**config.mk**
```make
export PLATFORM = sky130hd
export DESIGN_NAME = adc_channel_sequencer
export DESIGN_NICKNAME = d
export VERILOG_FILES = /design/src/rtl/adc_seq_pkg.sv /design/src/rtl/scan_pick.sv /design/src/rtl/adc_channel_sequencer.sv
export SDC_FILE = /design/constraint.sdc
export NUM_CORES = 1
export LEC_CHECK = 0
export BUFFER_PORTS_ARGS = -buffer_cell sky130_fd_sc_hd__buf_2
export CAP_MARGIN = 25
export CORE_UTILIZATION = 56
export DETAILED_ROUTE_END_ITERATION = 7
export PLACE_DENSITY = 0.79
export SETUP_SLACK_MARGIN = 0.4
export SLEW_MARGIN = 20
export SYNTH_ARGS = -nofsm -noshare
export SYNTH_HDL_FRONTEND = slang
export SYNTH_SLANG_ARGS = --single-unit
export TNS_END_PERCENT = 20
```
**constraint.sdc**
```tcl
create_clock -name clk_sys_i -period 4.03 [get_ports clk_sys_i]
set_input_delay 0.2015 -clock clk_sys_i [delete_from_list [all_inputs] [get_ports clk_sys_i]]
set_output_delay 0.2015 -clock clk_sys_i [all_outputs]
set_load 0.1 [all_outputs]
```
**src/rtl/adc_seq_pkg.sv**
```systemverilog
// Package: register map, field layout, mode codes and timing for the channel sequencer
package adc_seq_pkg;
   localparam int          ADDR_W          = 7;
   localparam int          DATA_W          = 16;
   localparam int          VEC_W           = 32;
   localparam int          CHAN_W          = 5;
   // Register offsets on the configuration port
   localparam logic [6:0]  OFS_CONFIG_ZERO = 7'h40;
   localparam logic [6:0]  OFS_CONFIG_ONE  = 7'h41;
   localparam logic [6:0]  OFS_SEL_ONCHIP  = 7'h48;
   localparam logic [6:0]  OFS_SEL_AUX     = 7'h49;
   localparam logic [6:0]  OFS_AVG_ONCHIP  = 7'h4A;
   localparam logic [6:0]  OFS_AVG_AUX     = 7'h4B;
   localparam logic [6:0]  OFS_MODE_ONCHIP = 7'h4C;
   localparam logic [6:0]  OFS_MODE_AUX    = 7'h4D;
   localparam logic [6:0]  OFS_SETL_ONCHIP = 7'h4E;
   localparam logic [6:0]  OFS_SETL_AUX    = 7'h4F;
   // Field positions in conversion_config_zero
   localparam int          CH_LSB          = 0;
   localparam int          SETTLE_POS      = 8;
   localparam int          BIPOLAR_POS     = 10;
   // Field position of the scan mode in conversion_config_one
   localparam int          MODE_LSB        = 12;
   // Scan mode codes
   localparam logic [3:0]  MODE_DEFAULT    = 4'h0;
   localparam logic [3:0]  MODE_ONE_PASS   = 4'h1;
   localparam logic [3:0]  MODE_CONTINUOUS = 4'h2;
   localparam logic [3:0]  MODE_SINGLE     = 4'h3;
   localparam logic [3:0]  MODE_SIMULT     = 4'h4;
   localparam logic [3:0]  MODE_INDEP      = 4'h8;
   // Reset values
   localparam logic [15:0] RST_REG         = 16'h0000;
   // Fixed default-mode scan: calibration plus on-chip sensors
   localparam logic [31:0] DEFAULT_SCAN    = 32'h0000_47E1;
   // Time of one conversion, and its cycle count at the system clock
   localparam int          CLK_MHZ         = 125;
   localparam int          CONV_NS         = 1000;
   localparam int          CONV_CYC        = (CONV_NS * CLK_MHZ + 999) / 1000;
   localparam int          SIM_PAIRS       = 8;
endpackage : adc_seq_pkg

```
**src/rtl/scan_pick.sv**
```systemverilog
// Picker: next enabled scan position at or after a start index
`timescale 1ns/1ps
module scan_pick
   import adc_seq_pkg::*;
(
   input  wire logic [VEC_W-1:0]  vec_i,   // Enable vector
   input  wire logic [CHAN_W-1:0] from_i,  // First position to consider
   output logic                   found_o, // Some position found
   output logic [CHAN_W-1:0]      pos_o    // Found position
);
   ////////////////////////////////////////////////////////////////
   // Lowest set bit at or above from_i; no wrap, caller restarts
   always_comb
   begin
      found_o = 1'b0;
      pos_o   = '0;
      for (int i = VEC_W - 1; i >= 0; i--)
      begin
         if (vec_i[i] && (i >= int'(from_i)))
         begin
            found_o = 1'b1;
            pos_o   = CHAN_W'(i);
         end
      end
   end
endmodule : scan_pick

```
**src/rtl/adc_channel_sequencer.sv**
```systemverilog
// Channel sequencer: register file, mode decode and scan stepping
//
// Behaviour
// - Mode pattern 0011 selects single channel mode
// - Sequencer applies per-channel settings, stores results
// - Eight 16-bit registers form four 32-bit vectors
// - Pairs: select, average, input mode, settling
// - Select bit one includes, zero excludes channel
// - Fixed order, onchip bit0 to aux bit15
// - Onchip bits map to channels 8,13-15,0-6
// - Aux bit n is channel 16 plus n
// - Simultaneous and independent modes step differently; here independent mode steps like continuous
// - Every mode runs continuous or event-driven
// - Default mode scans on-chip sensors without setup
// - Simultaneous mode converts two inputs together
// - All-zero mode bits select default mode
// - One pass then fall back to single channel
// - Mode write restarts logic, keeps status contents
`timescale 1ns/1ps
module adc_channel_sequencer
   import adc_seq_pkg::*;
(
   input  wire logic              clk_sys_i,    // System clock, 125 MHz
   input  wire logic              rstn_i,       // Asynchronous reset, active low
   input  wire logic              cfg_en_i,     // Configuration port strobe
   input  wire logic              cfg_we_i,     // Write when high
   input  wire logic [ADDR_W-1:0] cfg_addr_i,   // Register offset
   input  wire logic [DATA_W-1:0] cfg_di_i,     // Write data
   output logic [DATA_W-1:0]      cfg_do_o,     // Read data
   output logic                   cfg_rdy_o,    // Access done pulse
   input  wire logic              event_mode_i, // Event-driven sampling when high
   input  wire logic              convst_i,     // Conversion start pin, async
   output logic                   conv_go_o,    // Start conversion pulse
   output logic [CHAN_W-1:0]      chan_a_o,     // Converter A channel
   output logic [CHAN_W-1:0]      chan_b_o,     // Converter B channel
   output logic                   dual_o,       // Both converters in lock step
   output logic                   avg_o,        // Average this channel
   output logic                   bipolar_o,    // Bipolar input
   output logic                   settle_o,     // Extended settling
   output logic                   store_o,      // Store result pulse
   output logic                   seq_reset_o,  // Converter logic restart pulse
   output logic                   eos_o         // End of sequence pulse
);
   typedef enum logic [1:0] {ST_IDLE, ST_PICK, ST_CONV} seq_state_e;

   // Configuration registers; the four pairs held as 32-bit vectors
   logic [DATA_W-1:0] cfg0_ff;                  // conversion_config_zero
   logic [DATA_W-1:0] cfg1_ff;                  // conversion_config_one
   logic [VEC_W-1:0]  sel_ff;                   // scan_select pair
   logic [VEC_W-1:0]  avgv_ff;                  // scan_average pair
   logic [VEC_W-1:0]  modev_ff;                 // scan_input_mode pair
   logic [VEC_W-1:0]  setlv_ff;                 // scan_settle pair
   logic              restart_ff;               // Mode write seen
   logic              one_pass_done_ff;         // Single pass finished
   seq_state_e        state_ff;                 // Sequencer state
   logic [CHAN_W-1:0] pos_ff;                   // Current bit position
   logic [7:0]        timer_ff;                 // Conversion timer
   logic [2:0]        cv_sync_ff;               // Start pin synchroniser
   logic              cv_level_ff;              // Filtered start level
   logic              fresh_ff;                 // Next pick starts at position 0

   logic [3:0]        mode;                     // Requested mode
   logic [3:0]        eff_mode;                 // Mode after one-pass fallback
   logic [VEC_W-1:0]  scan_vec;                 // Vector being scanned
   logic              pick_found;               // Picker result valid
   logic [CHAN_W-1:0] pick_pos;                 // Picker result
   logic [CHAN_W-1:0] pick_from;                // Picker start
   logic              cfg_wr;                   // Write strobe
   logic              trig;                     // Start of a conversion allowed
   logic              cv_rise;                  // Start pin rising edge
   logic              pass_end;                 // No further position in this pass

   ////////////////////////////////////////////////////////////////
   // Bit position to converter channel
   function automatic logic [CHAN_W-1:0] pos_to_chan(input logic [CHAN_W-1:0] p);
      logic [CHAN_W-1:0] c;
      c = p;                                    // Aux half maps 1:1
      if (p < 5'd16)
      begin
         if (p == 5'd0)
            c = 5'd8;                           // Calibration
         else if (p <= 5'd7)
            c = p + 5'd8;                       // Bits 5..7 give 13..15
         else
            c = p - 5'd8;                       // Bits 8..14 give 0..6
      end
      return c;
   endfunction : pos_to_chan

   assign cfg_wr   = cfg_en_i && cfg_we_i;
   assign mode     = cfg1_ff[MODE_LSB +: 4];
   // Finished single pass reads as single channel
   assign eff_mode = one_pass_done_ff ? MODE_SINGLE : mode;
   // Default mode ignores the select pair
   assign scan_vec = (eff_mode == MODE_DEFAULT) ? DEFAULT_SCAN :
                     (eff_mode == MODE_SIMULT)  ? {sel_ff[31:24], 24'h000000} :
                     sel_ff;
   assign pick_from = fresh_ff ? 5'd0 : pos_ff + 5'd1;
   // Position counter would wrap past aux bit 15 back to bit 0, so stop there
   assign pass_end  = !pick_found || (!fresh_ff && (pos_ff == 5'(VEC_W - 1)));
   assign cv_rise  = (cv_sync_ff[2] == cv_sync_ff[1]) && cv_sync_ff[1] && !cv_level_ff;
   // Either sampling style
   assign trig     = event_mode_i ? cv_rise : 1'b1;

   scan_pick u_pick
   (
      .vec_i   (scan_vec),
      .from_i  (pick_from),
      .found_o (pick_found),
      .pos_o   (pick_pos)
   );

   ////////////////////////////////////////////////////////////////
   // Register writes; pairs land in low and high halves
   always_ff @(posedge clk_sys_i or negedge rstn_i)
   begin
      if (!rstn_i)
      begin
         cfg0_ff  <= RST_REG;
         cfg1_ff  <= RST_REG;
         sel_ff   <= {RST_REG, RST_REG};
         avgv_ff  <= {RST_REG, RST_REG};
         modev_ff <= {RST_REG, RST_REG};
         setlv_ff <= {RST_REG, RST_REG};
      end
      else if (cfg_wr)
      begin
         unique case (cfg_addr_i)
            OFS_CONFIG_ZERO: cfg0_ff         <= cfg_di_i;
            OFS_CONFIG_ONE:  cfg1_ff         <= cfg_di_i;
            OFS_SEL_ONCHIP:  sel_ff[15:0]    <= cfg_di_i;
            OFS_SEL_AUX:     sel_ff[31:16]   <= cfg_di_i;
            OFS_AVG_ONCHIP:  avgv_ff[15:0]   <= cfg_di_i;
            OFS_AVG_AUX:     avgv_ff[31:16]  <= cfg_di_i;
            OFS_MODE_ONCHIP: modev_ff[15:0]  <= cfg_di_i;
            OFS_MODE_AUX:    modev_ff[31:16] <= cfg_di_i;
            OFS_SETL_ONCHIP: setlv_ff[15:0]  <= cfg_di_i;
            OFS_SETL_AUX:    setlv_ff[31:16] <= cfg_di_i;
            default:         ;                  // Unmapped writes dropped
         endcase
      end
   end

   ////////////////////////////////////////////////////////////////
   // Read port and ready pulse; unmapped reads return zero
   always_ff @(posedge clk_sys_i or negedge rstn_i)
   begin
      if (!rstn_i)
      begin
         cfg_do_o  <= RST_REG;
         cfg_rdy_o <= 1'b0;
      end
      else
      begin
         cfg_rdy_o <= cfg_en_i;
         if (cfg_en_i && !cfg_we_i)
         begin
            unique case (cfg_addr_i)
               OFS_CONFIG_ZERO: cfg_do_o <= cfg0_ff;
               OFS_CONFIG_ONE:  cfg_do_o <= cfg1_ff;
               OFS_SEL_ONCHIP:  cfg_do_o <= sel_ff[15:0];
               OFS_SEL_AUX:     cfg_do_o <= sel_ff[31:16];
               OFS_AVG_ONCHIP:  cfg_do_o <= avgv_ff[15:0];
               OFS_AVG_AUX:     cfg_do_o <= avgv_ff[31:16];
               OFS_MODE_ONCHIP: cfg_do_o <= modev_ff[15:0];
               OFS_MODE_AUX:    cfg_do_o <= modev_ff[31:16];
               OFS_SETL_ONCHIP: cfg_do_o <= setlv_ff[15:0];
               OFS_SETL_AUX:    cfg_do_o <= setlv_ff[31:16];
               default:         cfg_do_o <= RST_REG;
            endcase
         end
      end
   end

   ////////////////////////////////////////////////////////////////
   // Start pin: three flops, edge counted when the last two agree
   always_ff @(posedge clk_sys_i or negedge rstn_i)
   begin
      if (!rstn_i)
      begin
         cv_sync_ff  <= 3'b000;
         cv_level_ff <= 1'b0;
      end
      else
      begin
         cv_sync_ff <= {cv_sync_ff[1:0], convst_i};
         if (cv_sync_ff[2] == cv_sync_ff[1])
            cv_level_ff <= cv_sync_ff[1];
      end
   end

   ////////////////////////////////////////////////////////////////
   // Mode write restarts stepping; status contents live elsewhere
   always_ff @(posedge clk_sys_i or negedge rstn_i)
   begin
      if (!rstn_i)
      begin
         restart_ff  <= 1'b0;
         seq_reset_o <= 1'b0;
      end
      else
      begin
         restart_ff  <= cfg_wr && (cfg_addr_i == OFS_CONFIG_ONE);
         seq_reset_o <= cfg_wr && (cfg_addr_i == OFS_CONFIG_ONE);
      end
   end

   ////////////////////////////////////////////////////////////////
   // Sequencer stepping and per-channel setting outputs
   always_ff @(posedge clk_sys_i or negedge rstn_i)
   begin
      if (!rstn_i)
      begin
         state_ff         <= ST_IDLE;
         pos_ff           <= '0;
         timer_ff         <= '0;
         fresh_ff         <= 1'b1;
         one_pass_done_ff <= 1'b0;
         conv_go_o        <= 1'b0;
         store_o          <= 1'b0;
         eos_o            <= 1'b0;
         chan_a_o         <= '0;
         chan_b_o         <= '0;
         dual_o           <= 1'b0;
         avg_o            <= 1'b0;
         bipolar_o        <= 1'b0;
         settle_o         <= 1'b0;
      end
      else if (restart_ff)
      begin
         // Averaging restarts too, since the converter is reset
         state_ff         <= ST_IDLE;
         pos_ff           <= '0;
         fresh_ff         <= 1'b1;               // Scan restarts at bit 0
         one_pass_done_ff <= 1'b0;
         conv_go_o        <= 1'b0;
         store_o          <= 1'b0;
         eos_o            <= 1'b0;
      end
      else
      begin
         conv_go_o <= 1'b0;
         store_o   <= 1'b0;
         eos_o     <= 1'b0;
         unique case (state_ff)
            ST_IDLE:
            begin
               if (trig)
                  state_ff <= ST_PICK;
            end
            ST_PICK:
            begin
               if (eff_mode == MODE_SINGLE)
               begin
                  // Channel and settings straight from config zero
                  chan_a_o  <= cfg0_ff[CH_LSB +: CHAN_W];
                  dual_o    <= 1'b0;
                  avg_o     <= 1'b0;
                  bipolar_o <= cfg0_ff[BIPOLAR_POS];
                  settle_o  <= cfg0_ff[SETTLE_POS];
                  conv_go_o <= 1'b1;
                  timer_ff  <= 8'(CONV_CYC);
                  state_ff  <= ST_CONV;
               end
               else if (!pass_end)
               begin
                  // Jump to next set bit, skipping zeros
                  pos_ff    <= pick_pos;
                  fresh_ff  <= 1'b0;
                  chan_a_o  <= pos_to_chan(pick_pos);
                  // Simultaneous: pair aux n with aux n+8
                  chan_b_o  <= pos_to_chan(pick_pos) - 5'(SIM_PAIRS);
                  dual_o    <= (eff_mode == MODE_SIMULT);
                  // Per-channel settings
                  avg_o     <= (eff_mode == MODE_DEFAULT) | avgv_ff[pick_pos];
                  bipolar_o <= modev_ff[pick_pos];
                  settle_o  <= setlv_ff[pick_pos];
                  conv_go_o <= 1'b1;
                  timer_ff  <= 8'(CONV_CYC);
                  state_ff  <= ST_CONV;
               end
               else
               begin
                  // End of pass
                  eos_o    <= !fresh_ff;          // Only if something was converted
                  fresh_ff <= 1'b1;
                  pos_ff   <= '0;
                  state_ff <= ST_IDLE;
                  if (eff_mode == MODE_ONE_PASS)
                     one_pass_done_ff <= 1'b1;
               end
            end
            ST_CONV:
            begin
               if (timer_ff > 8'd1)
                  timer_ff <= timer_ff - 8'd1;
               else
               begin
                  store_o <= 1'b1;               // Result to status
                  // Independent mode: converter B stays on its own duties
                  state_ff <= (eff_mode == MODE_SINGLE) ? ST_IDLE :
                              (event_mode_i ? ST_IDLE : ST_PICK);
               end
            end
         endcase
      end
   end
endmodule : adc_channel_sequencer

```
# ---- Word-level counts from Yosys, hierarchy flattened
# Index checks and enable logic that the tools add are counted.
dict set report word_totals {
  reg_bits 216
  latch_bits 0
  mem_bits_rw 0
  mem_bits_ro 0
  inputBits 29
  wordCells 289
  n_memories 0
}
dict set report op_classes {
  n_addsub 5
  n_mul 0
  n_div 0
  n_lt_le_gt_ge 35
  n_eq_ne 23
  shifts 0
  mux 128
  bitwise 4
  reduce_logical 65
}
# op n
set op_table {}
lappend op_table {{5-bit two-way mux} 45}
lappend op_table {{16-bit case mux with 10 select lines} 1}
lappend op_table {{5-bit >= comparator (first input constant)} 15}
lappend op_table {{7-bit == test (second input constant)} 10}
lappend op_table {{1-bit two-way mux} 66}
lappend op_table {{4-bit by 5-bit >= comparator with 1-bit output (first input constant)} 8}
lappend op_table {{1-bit logical AND} 37}
lappend op_table {{32-bit two-way mux} 1}
lappend op_table {{24-bit two-way mux} 1}
lappend op_table {{8-bit two-way mux} 3}
lappend op_table {{2-bit AND reduction} 12}
lappend op_table {{3-bit by 5-bit >= comparator with 1-bit output (first input constant)} 4}
lappend op_table {{8-bit case mux with 2 select lines} 1}
lappend op_table {{1-bit binary-select mux with 5-bit select} 3}
lappend op_table {{4-bit AND reduction} 3}
lappend op_table {{1-bit by 5-bit >= comparator with 1-bit output (first input constant)} 2}
lappend op_table {{2-bit by 5-bit >= comparator with 1-bit output (first input constant)} 2}
lappend op_table {{2-bit two-way mux} 5}
lappend op_table {{5-bit by 4-bit subtractor with 5-bit output (second input constant)} 2}
lappend op_table {{3-bit inequality test (second input constant)} 3}
lappend op_table {{8-bit by 1-bit > comparator with 1-bit output (second input constant)} 1}
lappend op_table {{2-bit nonzero test} 4}
lappend op_table {{8-bit by 1-bit subtractor with 8-bit output (second input constant)} 1}
lappend op_table {{5-bit by 6-bit less-than comparator with 1-bit output (second input constant)} 1}
lappend op_table {{other kinds (23)} 29}

# ---- Logic depth before layout (Yosys ltp)
dict set report depth {
  depth_word 45
  depth_mapped 17
  depth_no_buf 14
}

# ---- Cells and area by module
# From an unflattened synthesis, not the netlist that was laid out.
dict set report hier_totals {
  cells_unflattened 1070
  area_unflattened_um2 12066.6
}
# module instances cells_per_inst area_per_inst_um2 seq_area_each_um2
set by_module_without_submodules {}
lappend by_module_without_submodules {adc_channel_sequencer 1 905 11061.9 5406.4}
lappend by_module_without_submodules {scan_pick 1 165 1004.7 0.0}

# ---- Worst setup path after synthesis
# No wires, ideal clock.
dict set report synth_timing {
  path_kind {flip-flop to flip-flop}
  start {register pos_ff[0]}
  end {register settle_o}
  setup_time_ns 0.126
  t_arrival_ns 4.090
  setup_slack_ns -0.186
  stages_incl_launch_ff 17
  synth_period_minus_slack_ns 4.216
  cell_sequence {dfrtp_1 > ha_1 > and3_1 > ha_1 > and3b_1 > mux2i_1 > clkbuf_1 > o21ai_0 > a21o_1 > a311o_1 > a221o_1 > o22ai_2 > clkbuf_1 > nor2_1 > a32oi_1 > nand4_1 > o32a_1}
}
dict set report synth_via {
  elab_chain_cells 39
}
# element line
set synth_rtl {}
lappend synth_rtl {{start, declared} adc_channel_sequencer.sv:56} ;# logic [CHAN_W-1:0] pos_ff;
lappend synth_rtl {{start signal, assigned} adc_channel_sequencer.sv:268} ;# pos_ff <= pick_pos;
lappend synth_rtl {{5-bit by 1-bit adder with 5-bit output} adc_channel_sequencer.sv:98} ;# assign pick_from = fresh_ff ? 5'd0 : pos_ff + 5'd1;
lappend synth_rtl {{5-bit two-way mux} adc_channel_sequencer.sv:98}
lappend synth_rtl {{5-bit >= comparator} scan_pick.sv:19} ;# if (vec_i[i] && (i >= int'(from_i)))
lappend synth_rtl {{1-bit logical AND} scan_pick.sv:19}
lappend synth_rtl {{5-bit two-way mux / 1-bit two-way mux (equally long branches) (31 in series)} scan_pick.sv:19}
lappend synth_rtl {{1-bit binary-select mux with 5-bit select / 1-bit logical NOT (equally long branches)} {adc_channel_sequencer.sv:277, adc_channel_sequencer.sv:100}}
lappend synth_rtl {{1-bit two-way mux (implied by the code) / 1-bit logical OR (equally long branches)} {adc_channel_sequencer.sv:277, adc_channel_sequencer.sv:100}}
lappend synth_rtl {{1-bit two-way mux / 2-bit by 1-bit inequality test with 1-bit output (equally long branches)} n/a}
lappend synth_rtl {{1-bit two-way mux / 3-bit AND reduction (equally long branches)} n/a}
lappend synth_rtl {{end signal, assigned} adc_channel_sequencer.sv:260} ;# settle_o <= cfg0_ff[SETTLE_POS];
lappend synth_rtl {{end signal, assigned} adc_channel_sequencer.sv:277} ;# settle_o <= setlv_ff[pick_pos];
lappend synth_rtl {{end, declared} adc_channel_sequencer.sv:39} ;# output logic settle_o,
# Parallel ways exist; a longest one is shown, timed or not. The select of a mux whose other input is x is not followed.
# A chain may end at the register's enable or synchronous reset.

# ---- Worst setup path in the final report
# Ends and elaborated chain as after synthesis.

==> results.sh <==
export IMPL_cp_top_family="compound AO/OA/AOI/OAI gates"
export IMPL_ys_flop_type="dfrtp_1"
export IMPL_slowest_delay_ns=0.41
export IMPL_htree_levels=1
export IMPL_power_leakage_nw=6.48
export IMPL_synthSimpleGateAreaFrac_pct=10.6
export IMPL_cp_arrival_ns=4.56
export IMPL_worstPathRequired_ns=4.45
export IMPL_cp_depth=17
export IMPL_final_setup_worst_slack_ns=-0.114
export IMPL_outcome="finished, violations left"
export IMPL_worst_setup_path_end_kind="flip-flop"
export IMPL_drv_slew=0
export IMPL_hold_depth=3
export IMPL_hold_viol=0
export IMPL_placementRows=51
export IMPL_synth_edf_count=0
export IMPL_synth_seq_cells=216
export IMPL_final_common_cell="dfrtp_1"
export IMPL_worstMarginPinSlew_ns=0.972
export IMPL_synth_compound_area_share_pct=17.6
export IMPL_crit_type="flip-flop to flip-flop"
export IMPL_cts_clk_slew_worst_paths_ns=0.06
export IMPL_fmax_mhz=241
export IMPL_synthMuxAreaShare_pct=19.2
export IMPL_layout_area_seq_um2=5410
export IMPL_top_level_ports=64
export IMPL_hp_class="input pin to flip-flop"
export IMPL_overflow=0
export IMPL_reg2regPathDepth=17
export IMPL_fillers=1399
export IMPL_drtIter0Drc=1227
export IMPL_multi_input_area_um2=5800
export IMPL_numCtsBuffers=23
export IMPL_irDropWorstVdd_uv=473
export IMPL_grt_pass1_vias=9509
export IMPL_fin_util_pct=70.0
export IMPL_synthXorXnorAreaFrac_pct=0.537
export IMPL_start_util_pct=57.9
export IMPL_coreArea_um2=19700
export IMPL_cts_tree="built"
export IMPL_port_buffers=63
export IMPL_dpl_hpwl_um=26800
export IMPL_grt_pass1_wl_um=57200
export IMPL_r2r_setup_slack_ns=-0.11
export IMPL_crit_fanout=12
export IMPL_worst_path_buf_inv=3
export IMPL_fp_dieW_um=145
export IMPL_chipHeight_um=145
export IMPL_nets=1191
export IMPL_drc=0
export IMPL_skew_ns=0.0181
export IMPL_post_drt_via_cell_ratio=6.79
export IMPL_dieArea_um2=20900
export IMPL_cts_sinks=216
export IMPL_cts_root_buf="clkbuf_16"
export IMPL_wl_per_cell_um=26.3
export IMPL_gp_congestion=1.02
export IMPL_finalSetupViolCount=3
export IMPL_power_mw=8.10
export IMPL_maxCapViolCount=0
export IMPL_async_flop_share_pct=100
export IMPL_postSynthCellCount=1017
export IMPL_path_cells="ha_4, and3_4, ha_4, and3b_1, mux2i_2, buf_6, buf_6, o211a_1, a211oi_1, a311o_1, a221o_1, o22a_2, buf_4, a211oi_1, a311o_1, a2111oi_4, o32a_1"
export IMPL_synth_top_family_by_area="multiplexers"
export IMPL_period_minus_slack_ns=4.14
export IMPL_clock_latency_ns=0.53
export IMPL_cpMaxStageDelayCell="dfrtp_1"
export IMPL_violations="negative setup slack"
export IMPL_grtUsageTotal_pct=37.3
export IMPL_rsz0062_at_grt="yes"
export IMPL_period_share_pct=103
export IMPL_num_vias=9760
export IMPL_clockBufferDepth=3
export IMPL_syn_avg_cell_area_um2=11.2
export IMPL_synth_seq_area_share_pct=47.4
export IMPL_ys_types=82
export IMPL_ys_warn_count=0
export IMPL_final_cell_mix="dfrtp_1, mux2_2, buf_4"
export IMPL_drive_above_1_share_pct=37.0
export IMPL_syn_num_nets=1054
export IMPL_synthToLayoutAreaGrowth_pct=20.9
export IMPL_ant_nets=0
export IMPL_slew_headroom_pct=35.2
export IMPL_synth_fa_ha_area_share_pct=0.877
export IMPL_finalWirelength_um=37800
export IMPL_grt_max_degree=131
export IMPL_drt_first_pass_iters=6
export IMPL_antenna_found_initial=2
export IMPL_start_kind="flip-flop"
export IMPL_cellPowerDensity_nw_per_um2=587
export IMPL_synth_area_um2=11400
## cell families (layout without fill, tap and decap cells)
group,after synthesis,in the layout
AOI/OAI and AO/OA,261,261
xor gates and xnor gates,7,7
adders and majority gates,8,8
buffers and inverters,103,256
DFF,216,216
muxes,189,189
other,0,2
and+or+nand+nor,233,234
## flip-flops by register name, indices dropped and copies added, names as in the netlist, 8 cells and up
signal and count:
cfg1_ff 16, setlv_ff 32, sel_ff 32, timer_ff 8, cfg_do_o 16, avgv_ff 32
modev_ff 32, cfg0_ff 16
## synthesized netlist by cell type (17+ instances only)
| library cell | n | area share (%) |
|---|---|---|
| dfrtp_1 | 215 | 47 |
| mux2_2 | 154 | 15 |
| nand2_1 | 67 | 2.2 |
| clkbuf_1 | 50 | 1.6 |
| o21ai_0 | 44 | 1.9 |
| nor2_1 | 43 | 1.4 |
| a21oi_1 | 33 | 1.4 |
| a222oi_1 | 32 | 2.8 |
| mux2i_1 | 27 | 2.4 |
| inv_1 | 25 | 0.82 |
| and3_1 | 24 | 1.3 |
| a21o_1 | 20 | 1.3 |
| a221oi_1 | 18 | 1.4 |
| nand3_1 | 17 | 0.75 |
## final cells by class
type	instances	area share, %
Antenna cell	2	0.0363
Clock inverter	13	1.53
Multi-Input combinational cell	699	42.1
Inverter	25	0.680
Timing Repair Buffer	189	9.47
Tap cell	265	2.40
Clock buffer	29	4.63
Sequential cell	216	39.2
## layer usage
| layer | GRT usage, % | vias to the layer above | wire, um |
|---|---|---|---|
| met5 | 0 | - | 0 |
| met2 | 59.2 | 662 | 17200 |
| li1 | - | 4155 | - |
| met4 | 14.4 | 0 | 1570 |
| met3 | 8.03 | 119 | 3810 |
| met1 | 50.1 | 4824 | 15200 |
## power by group
part,internal [mW],switching (mW),total (mW)
Combinational,1.21,1.97,3.18
Sequential,2.36,0.193,2.55
Clock,1.45,0.908,2.36
Total,5.03,3.07,8.10
## worst paths after layout
check / from / to
max: pos_ff[0] / settle_o
min: cfg_di_i[2] / sel_ff[18]
max reg2reg: pos_ff[0] / settle_o
min reg2reg: cv_sync_ff[0] / cv_sync_ff[1]
max in group asynchronous: rstn_i / sel_ff[14]
min in group asynchronous: rstn_i / chan_a_o[0]
## tightest hold or removal path, delay by kind of cell
family,cells,cell delay [ns]
AO/OA/AOI/OAI,1,0.07
AND/OR/NAND/NOR,1,0.07
buffers and inverters,1,0.17
## through the flow
stage,TNS (ns),area (um^2),hold WS (ns),instances,worst slack (ns)
after floorplan,0,11500,-0.0941,1017,0.199
after global placement,-0.702,12700,0.310,1382,-0.179
after detailed placement,-0.836,12700,0.315,1382,-0.191
after CTS,-0.0738,13700,0.0248,1436,-0.0496
after global routing,-0.673,13800,0.0561,1436,-0.286
final,-0.229,13800,0.0391,1438,-0.114
## repair_timing
| action | in CTS | in global routing |
|---|---|---|
| cloned | 2 | 0 |
| pin swaps | 11 | 4 |
| setup endpoints to repair | 31 | 28 |
| endpoints found under the hold margin | 128 | 0 |
| setup buffers | 6 | 0 |
| hold buffers | 4 | 0 |
| gates resized for setup | 18 | 10 |
Note: power is estimated with default switching activity, not from simulation.
